### config.mk
export PLATFORM = sky130hd
export DESIGN_NAME = clock_source_startup_ctrl
export DESIGN_NICKNAME = d
export VERILOG_FILES = /design/src/common/clk_ctrl_pkg.sv /design/src/common/osc_count_if.sv /design/src/verilog/startup_counter.sv /design/src/verilog/clock_source_startup_ctrl.sv
export VERILOG_INCLUDE_DIRS = /design/src /design/src/common
export SDC_FILE = /design/constraint.sdc
export NUM_CORES = 1
export LEC_CHECK = 0
export BUFFER_PORTS_ARGS = -buffer_cell sky130_fd_sc_hd__buf_2
export CAP_MARGIN = 20
export CELL_PAD_IN_SITES_DETAIL_PLACEMENT = 0
export CELL_PAD_IN_SITES_GLOBAL_PLACEMENT = 1
export CORE_ASPECT_RATIO = 0.8
export CORE_MARGIN = 3
export CORE_UTILIZATION = 40
export DETAILED_ROUTE_END_ITERATION = 16
export PLACE_DENSITY = 0.9
export SKIP_LAST_GASP = 1
export SYNTH_ARGS = -nofsm -noshare
export SYNTH_HDL_FRONTEND = slang
export SYNTH_HIERARCHICAL = 1
export SYNTH_SLANG_ARGS = --single-unit
### constraint.sdc
create_clock -name clk_sys -period 4.9 [get_ports clk_sys]
set_input_delay 0.49 -clock clk_sys [delete_from_list [all_inputs] [get_ports clk_sys]]
set_output_delay 0.49 -clock clk_sys [all_outputs]
set_load 0.1 [all_outputs]
### src/common/clk_ctrl_regs.svh
// register offsets, reset values and start-up counts of the clock start-up controller
`ifndef CLK_CTRL_REGS_SVH
`define CLK_CTRL_REGS_SVH

`define OFF_CTRL      8'h00
`define OFF_PRESCALE  8'h04
`define OFF_STATUS    8'h08
`define OFF_TIMING    8'h0C

`define CTRL_MODE_LSB 0
`define CTRL_GO_BIT   3
`define PSC_MAX       4'h8
`define PSC_DIV8      4'h3
`define PSC_DIV1      4'h0

// shipped fuse state: calibrated rc, longest start-up, divide-by-eight programmed
`define DEF_SOURCE_SEL  4'h2
`define DEF_STARTUP_SEL 2'h2
`define DEF_DIV8_FUSE   1'b0

`define TOUT_NONE    16'h0000
`define TOUT_SHORT   16'h0200
`define TOUT_LONG    16'h2000
`define START_EXT    16'h0006
`define START_RC     16'h0006
`define START_LF     16'h8000
`define START_LP_S   16'h0102
`define START_LP_M   16'h0400
`define START_LP_L   16'h4000

`endif

### src/common/clk_ctrl_pkg.sv
// types shared by the clock start-up controller
package clk_ctrl_pkg;
  typedef enum logic [2:0] {
    SRC_EXT     = 3'b000,
    SRC_RC_CAL  = 3'b001,
    SRC_RC_128K = 3'b010,
    SRC_LF_XTAL = 3'b011,
    SRC_FS_XTAL = 3'b100,
    SRC_LP_XTAL = 3'b101
  } source_type;

  typedef enum logic [2:0] {
    ST_HOLD    = 3'b000,
    ST_TIMEOUT = 3'b001,
    ST_START   = 3'b010,
    ST_RUN     = 3'b011,
    ST_SLEEP   = 3'b100,
    ST_WAKE    = 3'b101
  } phase_type;

  typedef enum logic [2:0] {
    SL_IDLE     = 3'b000,
    SL_CONV     = 3'b001,
    SL_PDOWN    = 3'b010,
    SL_PSAVE    = 3'b011,
    SL_STANDBY  = 3'b110,
    SL_XSTANDBY = 3'b111
  } sleep_type;
endpackage

### src/common/osc_count_if.sv
// link between the sequencer and its cycle counter
`timescale 1ns/10ps
`default_nettype none
interface osc_count_if #(parameter int WIDTH = 16);
  logic             load;
  logic [WIDTH-1:0] length;
  logic             tick;
  logic             done;
  modport ctrl (output load, output length, output tick, input done);
  modport cnt  (input load, input length, input tick, output done);
endinterface
`default_nettype wire

### src/verilog/startup_counter.sv
// down-counter of oscillator or watchdog cycles for the reset sequencer
`timescale 1ns/10ps
`default_nettype none
module startup_counter #(
  parameter int WIDTH = 16
) (
  input wire logic   clk_sys, // system clock
  input wire logic   rst,     // async reset, high
  osc_count_if.cnt   cif      // load, length, tick, done
);
  logic [WIDTH-1:0] remaining;
  logic             armed;

  always_ff @(posedge clk_sys or posedge rst)
  begin
    if (rst)
    begin
      remaining <= '0;
      armed     <= 1'b0;
    end
    else if (cif.load)
    begin
      remaining <= cif.length;
      armed     <= 1'b1;
    end
    else if (armed && cif.tick && remaining != '0)
      remaining <= remaining - 1'b1;
  end

  // done must not look at load: load is decoded from done, a zero-delay loop otherwise
  assign cif.done = armed && remaining == '0;
endmodule
`default_nettype wire

### src/verilog/clock_source_startup_ctrl.sv
// clock source decode, reset time-out sequencing and clock domain gating
//
// Register access over APB and the register addresses were chosen for this implementation.
`timescale 1ns/10ps
`default_nettype none
`include "clk_ctrl_regs.svh"

////////////////////////////////////////////////////////////////////////////////
// Summary of operation
// - source codes 1111-1000 low power, 0111-0110 full swing, 0101-0100 low freq
// - 0011 128kHz rc, 0010 calibrated rc, 0000 external, 0001 reserved
// - fuse reads one unprogrammed, zero programmed; decode uses that polarity
// - shipped default: calibrated rc, divide by eight, start-up 10, long time-out
// - internal reset stays asserted a time-out after other resets release
// - time-out counted in watchdog cycles, length from both fuse fields
// - time-out is 0, 512 or 8192 watchdog cycles
// - count of oscillator cycles holds reset, then execution starts
// - start-up count from 6 (external clock) to 32K (low freq crystal)
// - reset start uses time-out plus start-up; wake from power-down or power-save uses start-up only, other sleep modes wake at once
// - with brown-out detection reset holds while supply is low
// - core, peripheral, flash and converter clocks run at the prescaler output rate
// - core clock halted means the core does nothing
// - peripheral clock drives timers; two-wire address match works in all sleep
// - flash interface clock runs together with the core clock
// - async timer domain keeps running from its own clock in sleep, except in power-down and standby
// - converter domain runs while core and peripheral clocks are halted
// - level wake needs level held to start-up end, else no interrupt
// - low power crystal wake count is 258, 1K or 16K cycles
module clock_source_startup_ctrl
  import clk_ctrl_pkg::*;
#(
  parameter int TOUT_LONG_CYC = `TOUT_LONG
) (
  input  wire logic        clk_sys,               // 200 MHz system clock
  input  wire logic        rst,                   // async reset, high
  input  wire logic        psel,                  // apb select
  input  wire logic        penable,               // apb access phase
  input  wire logic        pwrite,                // apb write
  input  wire logic [7:0]  paddr,                 // apb byte address
  input  wire logic [31:0] pwdata,                // apb write data
  output logic      [31:0] prdata,                // apb read data
  output logic             pready,                // apb ready
  output logic             pslverr,               // apb error, unmapped
  input  wire logic        reset_source_active,   // any other reset asserted
  input  wire logic        brownout_detector_en,  // brown-out detection in use
  input  wire logic        supply_low,            // brown-out: supply too low
  input  wire logic [3:0]  clock_source_select,   // source fuse field
  input  wire logic [1:0]  startup_time_select,   // start-up fuse field
  input  wire logic        divide_by_eight_fuse,  // 0 = programmed
  input  wire logic        wdt_osc_tick,          // one watchdog osc cycle
  input  wire logic        osc_tick,              // one selected osc cycle
  input  wire logic        wake_event,            // wake request in sleep
  input  wire logic        level_irq,             // level interrupt line
  output logic             internal_reset,        // device held in reset
  output logic             core_clock_en,         // core clock gate
  output logic             peripheral_clock_en,   // peripheral clock gate
  output logic             flash_if_clock_en,     // flash clock gate
  output logic             async_timer_clock_en,  // async timer domain on
  output logic             converter_clock_en,    // converter clock gate
  output logic             twi_addr_match_en,     // address match alive
  output logic             wake_irq,              // level interrupt on wake
  output source_type       selected_source        // decoded source
);
  localparam int TOUT_SHORT_CYC = `TOUT_SHORT;

  ////////////////////////////////////////////////////////////////////////////
  // decoding, raw fuse bit values used as read
  function automatic source_type decode_source(input logic [3:0] sel);
    if (sel[3])
      return SRC_LP_XTAL;
    else if (sel[3:1] == 3'b011)
      return SRC_FS_XTAL;
    else if (sel[3:1] == 3'b010)
      return SRC_LF_XTAL;
    else if (sel == 4'h3)
      return SRC_RC_128K;
    else if (sel == 4'h0)
      return SRC_EXT;
    else
      // reserved 0001 falls back to the calibrated rc
      return SRC_RC_CAL;
  endfunction

  function automatic logic [15:0] timeout_len(input logic [3:0] sel, input logic [1:0] stime);
    logic [2:0] code;
    code = {sel[0], stime};
    if (sel[3:2] != 2'b00 || sel[3:1] == 3'b011)
    begin
      unique case (code)
        3'b000, 3'b011, 3'b110: return 16'(TOUT_SHORT_CYC);
        3'b001, 3'b100, 3'b111: return 16'(TOUT_LONG_CYC);
        default:                return `TOUT_NONE;
      endcase
    end
    else
    begin
      unique case (stime)
        2'b00:   return `TOUT_NONE;
        2'b01:   return 16'(TOUT_SHORT_CYC);
        default: return 16'(TOUT_LONG_CYC);
      endcase
    end
  endfunction

  function automatic logic [15:0] startup_len(input logic [3:0] sel, input logic [1:0] stime);
    source_type src;
    src = decode_source(sel);
    unique case (src)
      SRC_EXT:     return `START_EXT;
      SRC_LF_XTAL: return `START_LF;
      SRC_RC_CAL,
      SRC_RC_128K: return `START_RC;
      default:
      begin
        if (!sel[0] && !stime[1])
          return `START_LP_S;
        else if (!sel[0] || stime == 2'b00)
          return `START_LP_M;
        else
          return `START_LP_L;
      end
    endcase
  endfunction

  function automatic logic [3:0] clamp_psc(input logic [3:0] v);
    return (v > `PSC_MAX) ? `PSC_MAX : v;
  endfunction

  ////////////////////////////////////////////////////////////////////////////
  // fuse capture and sequencer
  logic [3:0]  fuse_sel;
  logic [1:0]  fuse_stime;
  logic        fuse_div8;
  logic [3:0]  psc_sel;
  logic [7:0]  psc_cnt;
  logic        sys_tick;
  logic [2:0]  mode_reg;
  sleep_type   sleep_mode;
  logic        sleep_go;
  logic        hold_req;
  logic [15:0] tout_len;
  logic [15:0] start_len;
  phase_type   phase;
  phase_type   next_phase;
  logic        deep_sleep;

  osc_count_if #(.WIDTH(16)) cif ();

  startup_counter #(.WIDTH(16)) u_counter (
    .clk_sys (clk_sys),
    .rst     (rst),
    .cif     (cif)
  );

  assign hold_req  = reset_source_active || (brownout_detector_en && supply_low);
  assign tout_len  = timeout_len(fuse_sel, fuse_stime);
  assign start_len = startup_len(fuse_sel, fuse_stime);
  assign selected_source = decode_source(fuse_sel);
  assign deep_sleep = sleep_mode == SL_PDOWN || sleep_mode == SL_PSAVE;

  always_ff @(posedge clk_sys or posedge rst)
  begin
    if (rst)
    begin
      fuse_sel  <= `DEF_SOURCE_SEL;
      fuse_stime <= `DEF_STARTUP_SEL;
      fuse_div8 <= `DEF_DIV8_FUSE;
    end
    else if (phase == ST_HOLD)
    begin
      fuse_sel  <= clock_source_select;
      fuse_stime <= startup_time_select;
      fuse_div8 <= divide_by_eight_fuse;
    end
  end

  always_comb
  begin
    next_phase = phase;
    unique case (phase)
      ST_HOLD:    if (!hold_req) next_phase = ST_TIMEOUT;
      ST_TIMEOUT: if (cif.done) next_phase = ST_START;
      ST_START:   if (cif.done) next_phase = ST_RUN;
      ST_RUN:     if (sleep_go) next_phase = ST_SLEEP;
      ST_SLEEP:   if (wake_event) next_phase = deep_sleep ? ST_WAKE : ST_RUN;
      ST_WAKE:    if (cif.done) next_phase = ST_RUN;
      default:    next_phase = ST_HOLD;
    endcase
    if (hold_req)
      next_phase = ST_HOLD;
  end

  assign cif.load   = next_phase != phase &&
                      (next_phase == ST_TIMEOUT || next_phase == ST_START || next_phase == ST_WAKE);
  assign cif.length = (next_phase == ST_TIMEOUT) ? tout_len : start_len;
  assign cif.tick   = (phase == ST_TIMEOUT) ? wdt_osc_tick : osc_tick;

  always_ff @(posedge clk_sys or posedge rst)
  begin
    if (rst)
    begin
      phase          <= ST_HOLD;
      internal_reset <= 1'b1;
    end
    else
    begin
      phase          <= next_phase;
      internal_reset <= next_phase == ST_HOLD || next_phase == ST_TIMEOUT || next_phase == ST_START;
    end
  end

  // interrupt only if level still held
  always_ff @(posedge clk_sys or posedge rst)
  begin
    if (rst)
      wake_irq <= 1'b0;
    else
      wake_irq <= level_irq && ((phase == ST_WAKE && cif.done && !hold_req) ||
                                (phase == ST_SLEEP && wake_event && !deep_sleep && !hold_req));
  end

  ////////////////////////////////////////////////////////////////////////////
  // prescaler and clock gates
  // every gate except the async timer gate rides on one tick
  always_ff @(posedge clk_sys or posedge rst)
  begin
    if (rst)
      psc_cnt <= 8'h00;
    else
      psc_cnt <= psc_cnt + 8'h01;
  end

  assign sys_tick = (psc_cnt & 8'((9'h001 << psc_sel) - 9'h001)) == 8'h00;

  always_ff @(posedge clk_sys or posedge rst)
  begin
    if (rst)
    begin
      core_clock_en        <= 1'b0;
      peripheral_clock_en  <= 1'b0;
      converter_clock_en   <= 1'b0;
      async_timer_clock_en <= 1'b0;
    end
    else
    begin
      core_clock_en       <= !sys_tick_next_hold() && next_phase == ST_RUN && next_tick();
      peripheral_clock_en <= next_tick() && (next_phase == ST_RUN ||
                             (next_phase == ST_SLEEP && sleep_mode == SL_IDLE));
      converter_clock_en  <= next_tick() && (next_phase == ST_RUN || (next_phase == ST_SLEEP &&
                             (sleep_mode == SL_IDLE || sleep_mode == SL_CONV)));
      async_timer_clock_en <= !internal_reset && !(next_phase == ST_SLEEP &&
                              (sleep_mode == SL_PDOWN || sleep_mode == SL_STANDBY));
    end
  end

  function automatic logic next_tick();
    logic [7:0] n;
    n = psc_cnt + 8'h01;
    return (n & 8'((9'h001 << psc_sel) - 9'h001)) == 8'h00;
  endfunction

  function automatic logic sys_tick_next_hold();
    return hold_req;
  endfunction

  assign flash_if_clock_en = core_clock_en;
  // address match is asynchronous to every gate
  assign twi_addr_match_en = 1'b1;

  ////////////////////////////////////////////////////////////////////////////
  // apb slave, zero wait states, read data captured in setup
  logic       setup_ph;
  logic       wr_en;
  logic       hit;
  logic [31:0] rd_mux;

  assign setup_ph = psel && !penable;
  assign wr_en    = psel && penable && pwrite;
  assign pready   = 1'b1;
  assign hit      = paddr == `OFF_CTRL || paddr == `OFF_PRESCALE ||
                    paddr == `OFF_STATUS || paddr == `OFF_TIMING;

  always_comb
  begin
    rd_mux = 32'h00000000;
    unique case (paddr)
      `OFF_CTRL:     rd_mux = {29'h0, mode_reg};
      `OFF_PRESCALE: rd_mux = {28'h0, psc_sel};
      `OFF_STATUS:   rd_mux = {19'h0, fuse_div8, fuse_stime, fuse_sel, selected_source, phase};
      `OFF_TIMING:   rd_mux = {tout_len, start_len};
      default:       rd_mux = 32'h00000000;
    endcase
  end

  always_ff @(posedge clk_sys or posedge rst)
  begin
    if (rst)
    begin
      prdata  <= 32'h00000000;
      pslverr <= 1'b0;
    end
    else if (setup_ph)
    begin
      prdata  <= pwrite ? 32'h00000000 : rd_mux;
      pslverr <= !hit;
    end
  end

  always_ff @(posedge clk_sys or posedge rst)
  begin
    if (rst)
    begin
      mode_reg <= 3'b000;
      sleep_go <= 1'b0;
    end
    else
    begin
      sleep_go <= wr_en && paddr == `OFF_CTRL && pwdata[`CTRL_GO_BIT];
      if (wr_en && paddr == `OFF_CTRL)
        mode_reg <= pwdata[`CTRL_MODE_LSB +: 3];
    end
  end

  // codes 100 and 101 are unused and behave as idle
  always_comb
  begin
    unique case (mode_reg)
      3'b001:  sleep_mode = SL_CONV;
      3'b010:  sleep_mode = SL_PDOWN;
      3'b011:  sleep_mode = SL_PSAVE;
      3'b110:  sleep_mode = SL_STANDBY;
      3'b111:  sleep_mode = SL_XSTANDBY;
      default: sleep_mode = SL_IDLE;
    endcase
  end

  always_ff @(posedge clk_sys or posedge rst)
  begin
    if (rst)
      psc_sel <= `PSC_DIV8;
    else if (phase == ST_HOLD)
      psc_sel <= fuse_div8 ? `PSC_DIV1 : `PSC_DIV8;
    else if (wr_en && paddr == `OFF_PRESCALE)
      psc_sel <= clamp_psc(pwdata[3:0]);
  end
endmodule
`default_nettype wire

==> results of run 1 <==
## logic make-up (layout without fill, tap and decap cells)
| family | Yosys count | count (layout) | share of synthesized area [%] |
|---|---|---|---|
| simple gates | 167 | 167 | 24.48 |
| mux | 21 | 21 | 5.961 |
| buf+inv | 58 | 96 | 7.419 |
| other cells | 2 | 25 | 0.1903 |
| xor+xnor | 9 | 9 | 1.998 |
| compound gates | 95 | 95 | 16.36 |
| fa+ha+maj | 3 | 3 | 0.9513 |
| flops | 67 | 67 | 42.64 |
## worst max-delay path, cell delays in order (launching register included)
cell and delay [ns]:
dfrtp_1 0.43, or4_1 0.63, nor4_1 0.31, and4b_1 0.33, nand2_1 0.17, a22o_1 0.25, nor2_1 0.30, nand3b_1 0.16
a21oi_1 0.23, or3_2 0.55, or3_1 0.32, o211ai_1 0.18
## worst paths after layout
check	from	end	slack, ns	depth (start not counted)
setup / recovery	u_counter/remaining[7]$_DFFE_PP0P_	u_counter/remaining[5]$_DFFE_PP0P_	0.94	11
hold / removal	rst	fuse_sel[2]$_DFFE_PP0P_	0.24	2
setup reg to reg	u_counter/remaining[7]$_DFFE_PP0P_	u_counter/remaining[5]$_DFFE_PP0P_	0.94	11
hold reg to reg	fuse_div8$_DFFE_PP0P_	psc_sel[1]$_DFFE_PP1P_	0.47	1
max in group asynchronous	rst	psc_sel[0]$_DFFE_PP1P_	4.06	3
min in group clk_sys	level_irq	wake_irq$_DFF_PP0_	0.38	3
## routing by layer
layer / up-vias / GRT usage (%) / routed length [um]
met5: - / 0 / 0
met4: 0 / 6.781 / 212
met3: 16 / 4.612 / 508
met2: 90 / 26.89 / 4280
met1: 1653 / 26.22 / 4646
li1: 1619 / - / -
## stage by stage
stage / utilization [%] / total power [mW] / std cells / instance area [um2] / worst slack, ns
after floorplan: - / 0.9731 / 445 / 4033 / 1.393
after global placement: 45.85 / 1.032 / 581 / 4268 / 1.025
after detailed placement: 45.85 / 1.046 / 581 / 4268 / 1.044
after CTS: 49.37 / 1.762 / 597 / 4596 / 0.9982
after global routing: 49.66 / 1.838 / 598 / 4623 / 0.6261
final: 49.66 / 1.753 / 598 / 4623 / 0.9422
## Yosys cell counts, drive strengths merged (4+ instances only)
| cell type | number |
|---|---|
| nand3 | 14 |
| nor3 | 17 |
| mux2 | 10 |
| dfstp | 5 |
| nor2b | 6 |
| or2 | 7 |
| a22o | 14 |
| nand3b | 4 |
| mux2i | 10 |
| nor2 | 36 |
| xor2 | 6 |
| or3 | 9 |
| buf | 20 |
| or4 | 14 |
| nand2 | 24 |
| o21ai | 25 |
| a31oi | 11 |
| clkbuf | 21 |
| o31ai | 6 |
| inv | 17 |
| dfrtp | 62 |
| nor4 | 6 |
| and2 | 5 |
| a21oi | 11 |
| nand2b | 8 |
## power groups by stage
stage,Combinational (mW),Sequential [mW],Clock (mW)
after floorplan,0.311,0.662,0
after global placement,0.350,0.682,0
after detailed placement,0.360,0.686,0
after CTS,0.362,0.678,0.722
after global routing,0.402,0.691,0.745
final,0.365,0.679,0.708
## cell type report
cell class	count	area [um2]
Clock inverter	6	88.84
Timing Repair Buffer	63	347.8
Inverter	17	63.81
Multi-Input combinational cell	320	2057
Fill cell	871	4686
Sequential cell	67	1683
Clock buffer	10	239.0
Tap cell	115	143.9
==> metrics.cfg, run 1 <==
[pwr]
swShare_pct=31.83
p_int_mw=1.195
p_sw_mw=0.5578
powerDensity_nw_per_um2=379.1
p_clk_share_pct=40.4
p_leak_nw=2.111
ir_drop_mv=0.1801
pwr-share-comb_pct=20.8
power_frac_seq_pct=38.8

[synth]
synth_edf_count=0
synth_area_leaders=dfrtp_1 39%, buf_4 3.4%, nor2_1 3.4%
yosysUniqueCellTypes=67
synth_seq_cells=67
async_reset_ff_share_pct=100.0
synth_area_um2=3946
synth_top_area_share_pct=39.32
ys_warn_count=6
avgSynthCellArea_um2=9.351
syn-instance-count=422
ys_seq_area_share_pct=42.64
synth.largest_area_cell=dfrtp_1
synthFlopType=dfrtp_1

[worst_setup_path]
cp_data_required_time_ns=5.15
crit_fanout=12
worstPathArrival_ns=4.20
startpoint_type=register
end_kind=register
critical_path_class=register to register

[timing]
hold_slack_ns=0.2396
setup-violations-final=0
worstMarginPinSlew_ns=0.8674
period_share_pct=80.77
fmax_mhz=252.7
hold_viol_final=0
finalCriticalPeriod_ns=3.958
worst_clock_skew_ns=0.004212
max_slew_margin_pct=42.17
rsz0062_at_grt=false
maxSlewViolCount=0
final.setup.tns_ns=0

[run_status]
outcome=completed

[routing]
dr.pass1.iters=5
drt-initial-drc-count=247
via_per_inst=5.649
num_vias=3378
drcViolationCount=0
wl_per_cell_um=16.13
wl_um=9648
ant_nets=0

[clocking]
clk_pin_slew_ns=0.06
cts_tree=yes
clk_latency_ns=0.33
ctsResizeCount=0
clock-sinks=67
htreeDepth=3
clockRootBuffer=clkbuf_16
ctsHoldBuffers=0
cts_buffers=9
max-clock-path-buffers=2
post_cts_buffers=0

[layout]
nets=540
regMostFlops=prdata
final_cell_mix=62 x dfrtp_1, 58 x buf_2, 36 x nor2_1, 25 x o21ai_0, 25 x conb_1
largest_reg_flops=17
largestRegisters=prdata: 17 flops, u_counter/remaining: 16 flops, psc_cnt: 8 flops
final_layout_size_suffix_gt1_share_pct=24.22
areaGrowthSynthToFinish_pct=17.15
num_antenna_cells=0
final_common_cell=dfrtp_1

[floorplanning]
core-area_um2=9309
start_util_pct=42.39
dieArea_um2=11100
ios=104
die_w_um=117.1
num_rows=31
dieHeight_um=94.84

[global_route]
antenna_found_initial=0
grt_pass1_vias=3179
grt_usage_pct=18.38
overflow=0
grt_pass1_wl_um=15930
grt_max_degree=51

[placed_design]
place.gp.congestion=0.8955
port_buffers=58
hpwl_um=6920

[worst_hold_path]
hold_class=input pin to asynchronous set/reset pin

[run]
maxCapViolations=0

Power figures use the tool's default switching activity.
==> inputs of run 2 (changes only) <==
- CORE_UTILIZATION: 40 -> 36
- PLACE_DENSITY: 0.9 -> 0.86
- clock period: 4.9 -> 3.4 ns (I/O delays scaled with it)
==> run 2 against run 1 <==
- clock power is 20% higher
- power is 36% higher
- worst setup slack worse by 0.75 ns
- wire length is 4.6% higher
- clock skew is 0.0014 ns higher
- register-to-register slack worse by 0.75 ns
- count of clock-buffer cells in the layout is 2 higher
- global-route usage is 1.6 points lower
- critical path depth stayed put
- largest cell class unchanged
==> metrics.cfg, run 2 (synthesis gave the netlist of run 1 again) <==
[layout]
final_layout_size_suffix_gt1_share_pct=26.77  ; +2.6 points
final_cell_mix=62 x dfrtp_1, 58 x buf_2, 35 x nor2_1, 25 x o21ai_0, 25 x conb_1
postLayoutCoreUtil_pct=45.10  ; -4.6 points
final_common_cell=dfrtp_1
design_area_um2=4711  ; +1.9%
regMostFlops=prdata
final-instance-count-excl-fill=633  ; +5.9%
num_antenna_cells=0  ; unchanged
largestRegisters=prdata: 17 flops, u_counter/remaining: 16 flops, psc_cnt: 8 flops
areaGrowthSynthToFinish_pct=19.37
largest_reg_flops=17  ; unchanged
nets=550  ; +1.9%

[routing]
ant_nets=0  ; unchanged
num_vias=3438  ; +1.8%
wl_um=10100  ; +4.6%
drt-initial-drc-count=270  ; +9.3%
via_per_inst=5.431  ; -3.9%
wl_per_cell_um=15.95  ; -1.2%
drcViolationCount=0  ; unchanged
dr.pass1.iters=5  ; unchanged

[placed_design]
port_buffers=58  ; unchanged
dp_cells=615  ; +5.9%
place.gp.congestion=0.9147  ; +2.1%
placed_area_um2=4380  ; +2.6%
hpwl_um=7326  ; +5.9%

[timing]
worstMarginPinSlew_ns=0.6965  ; -0.1709 ns
period_share_pct=94.46  ; +14 points
worst_clock_skew_ns=0.005628  ; +0.001416 ns
fmax_mhz=311.4  ; +23%
hold_viol_final=0  ; unchanged
finalCriticalPeriod_ns=3.212  ; -0.7462 ns
maxSlewViolCount=0  ; unchanged
max_slew_margin_pct=53.52  ; +11 points
setup-violations-final=0  ; unchanged
hold_slack_ns=0.2445  ; +0.004894 ns

[global_route]
grt_usage_pct=16.76  ; -1.6 points
overflow=0  ; unchanged
grt_max_degree=51  ; unchanged
antenna_found_initial=0  ; unchanged
grt_pass1_wl_um=16280  ; +2.3%
grt_pass1_vias=3241  ; +2.0%

[worst_setup_path]
crit_fanout=6  ; -6
cp_num_buf_inv=0  ; unchanged
path_cells=or4_4, nor4_4, and4b_1, nand2_2, a22o_1, nor2_2, nand3b_1, a21oi_2, or3_2, or3_1, o211ai_1
critical_path_class=register to register
path_depth=11  ; unchanged
max_stage_delay_ns=0.56  ; -0.07 ns
cp_data_required_time_ns=3.64  ; -1.51 ns
crit_slowest_cell=or4_4
startpoint_type=register
cp_top_family=simple AND/OR/NAND/NOR gates
r2r_cells=11  ; unchanged
end_kind=register
worstPathArrival_ns=3.45  ; -0.75 ns

[floorplanning]
num_rows=33  ; +6.5%
ios=104  ; unchanged
die_w_um=123.1  ; +5.1%
dieHeight_um=99.65  ; +5.1%
start_util_pct=37.78  ; -4.6 points
core-area_um2=10450  ; +12%
dieArea_um2=12260  ; +10%

[clocking]
clk_latency_ns=0.33  ; about the same
cts_buffers=9  ; unchanged
clockRootBuffer=clkbuf_16
clk_pin_slew_ns=0.06  ; about the same
max-clock-path-buffers=2  ; unchanged
clock-sinks=67  ; unchanged
htreeDepth=3  ; unchanged
cts_tree=yes

[pwr]
power_mw=2.391  ; +36%
ir_drop_mv=0.2632  ; +46%
p_leak_nw=2.147  ; +1.7%
powerDensity_nw_per_um2=507.5  ; +34%

[worst_hold_path]
hold_class=input pin to register
min_delay_path_depth=2

[run]
maxCapViolations=0  ; unchanged

[run_status]
outcome=completed

run 2: changes by cell type in the layout (fill, tap and decap cells not counted), moves of 2 or more:
cell	change
buf_4	+9
bufinv_16	-2
clkbuf_1	+2
nor3_1	-2
nor3_2	+2
or4_1	-2
or4_4	+2
run 2: through the flow:
stage	setup TNS (ns)	setup WS (ns)
5_1_grt	-0.004434	-0.004434
3_3_place_gp	0	0.1450
3_5_place_dp	0	0.1005
2_1_floorplan	0	0.06115
4_1_cts	0	0.08823
6_report	0	0.1884
run 2: worst paths after layout:
path / from / endpoint / slack, ns
setup / recovery: u_counter/remaining[12]$_DFFE_PP0P_ / u_counter/remaining[5]$_DFFE_PP0P_ / 0.19
hold / removal: divide_by_eight_fuse / fuse_div8$_DFFE_PP0P_ / 0.24
setup reg to reg: u_counter/remaining[12]$_DFFE_PP0P_ / u_counter/remaining[5]$_DFFE_PP0P_ / 0.19
hold reg to reg: fuse_div8$_DFFE_PP0P_ / psc_sel[1]$_DFFE_PP1P_ / 0.48
max in group asynchronous: rst / u_counter/remaining[0]$_DFFE_PP0P_ / 2.26
min in group asynchronous: rst / prdata[1]$_DFFE_PP0P_ / 0.48
run 2: layer usage:
| layer | share of wire [%] | routed length, um | vias to the layer above | global-route usage, % |
|---|---|---|---|---|
| met4 | 2.5 | 257 | 0 | 6.298 |
| met5 | 0 | 0 | - | 0 |
| met1 | 47 | 4748 | 1661 | 24.17 |
| met3 | 5.0 | 502 | 20 | 3.184 |
| met2 | 45 | 4586 | 114 | 24.95 |
| li1 | - | - | 1643 | - |
run 2: area by class of cell:
type	count	area [um2]
Sequential cell	67	1683
Timing Repair Buffer	73	417.9
Inverter	17	63.81
Clock inverter	4	26.28
Fill cell	994	5736
Clock buffer	12	246.5
Multi-Input combinational cell	320	2098
Tap cell	140	175.2
run 2: report_power, final:
part           total (mW)  switching [mW]  internal (mW)
Clock               0.848           0.336          0.512
Sequential          0.973           0.102          0.872
Combinational       0.569           0.359          0.211
run 2: what timing repair did:
action,in CTS,in global routing
hold buffers,0,1
resized for setup,0,6
setup endpoints to repair,0,8
buffers inserted,0,0
endpoints found under the hold margin,0,6
run 2: worst reg2reg max path: cells and delay by family (launching register included):
kind | cells | cell delay [ns]
AO/OA/AOI/OAI | 3 | 0.47
flip-flops | 1 | 0.38
AND/OR/NAND/NOR | 8 | 2.26
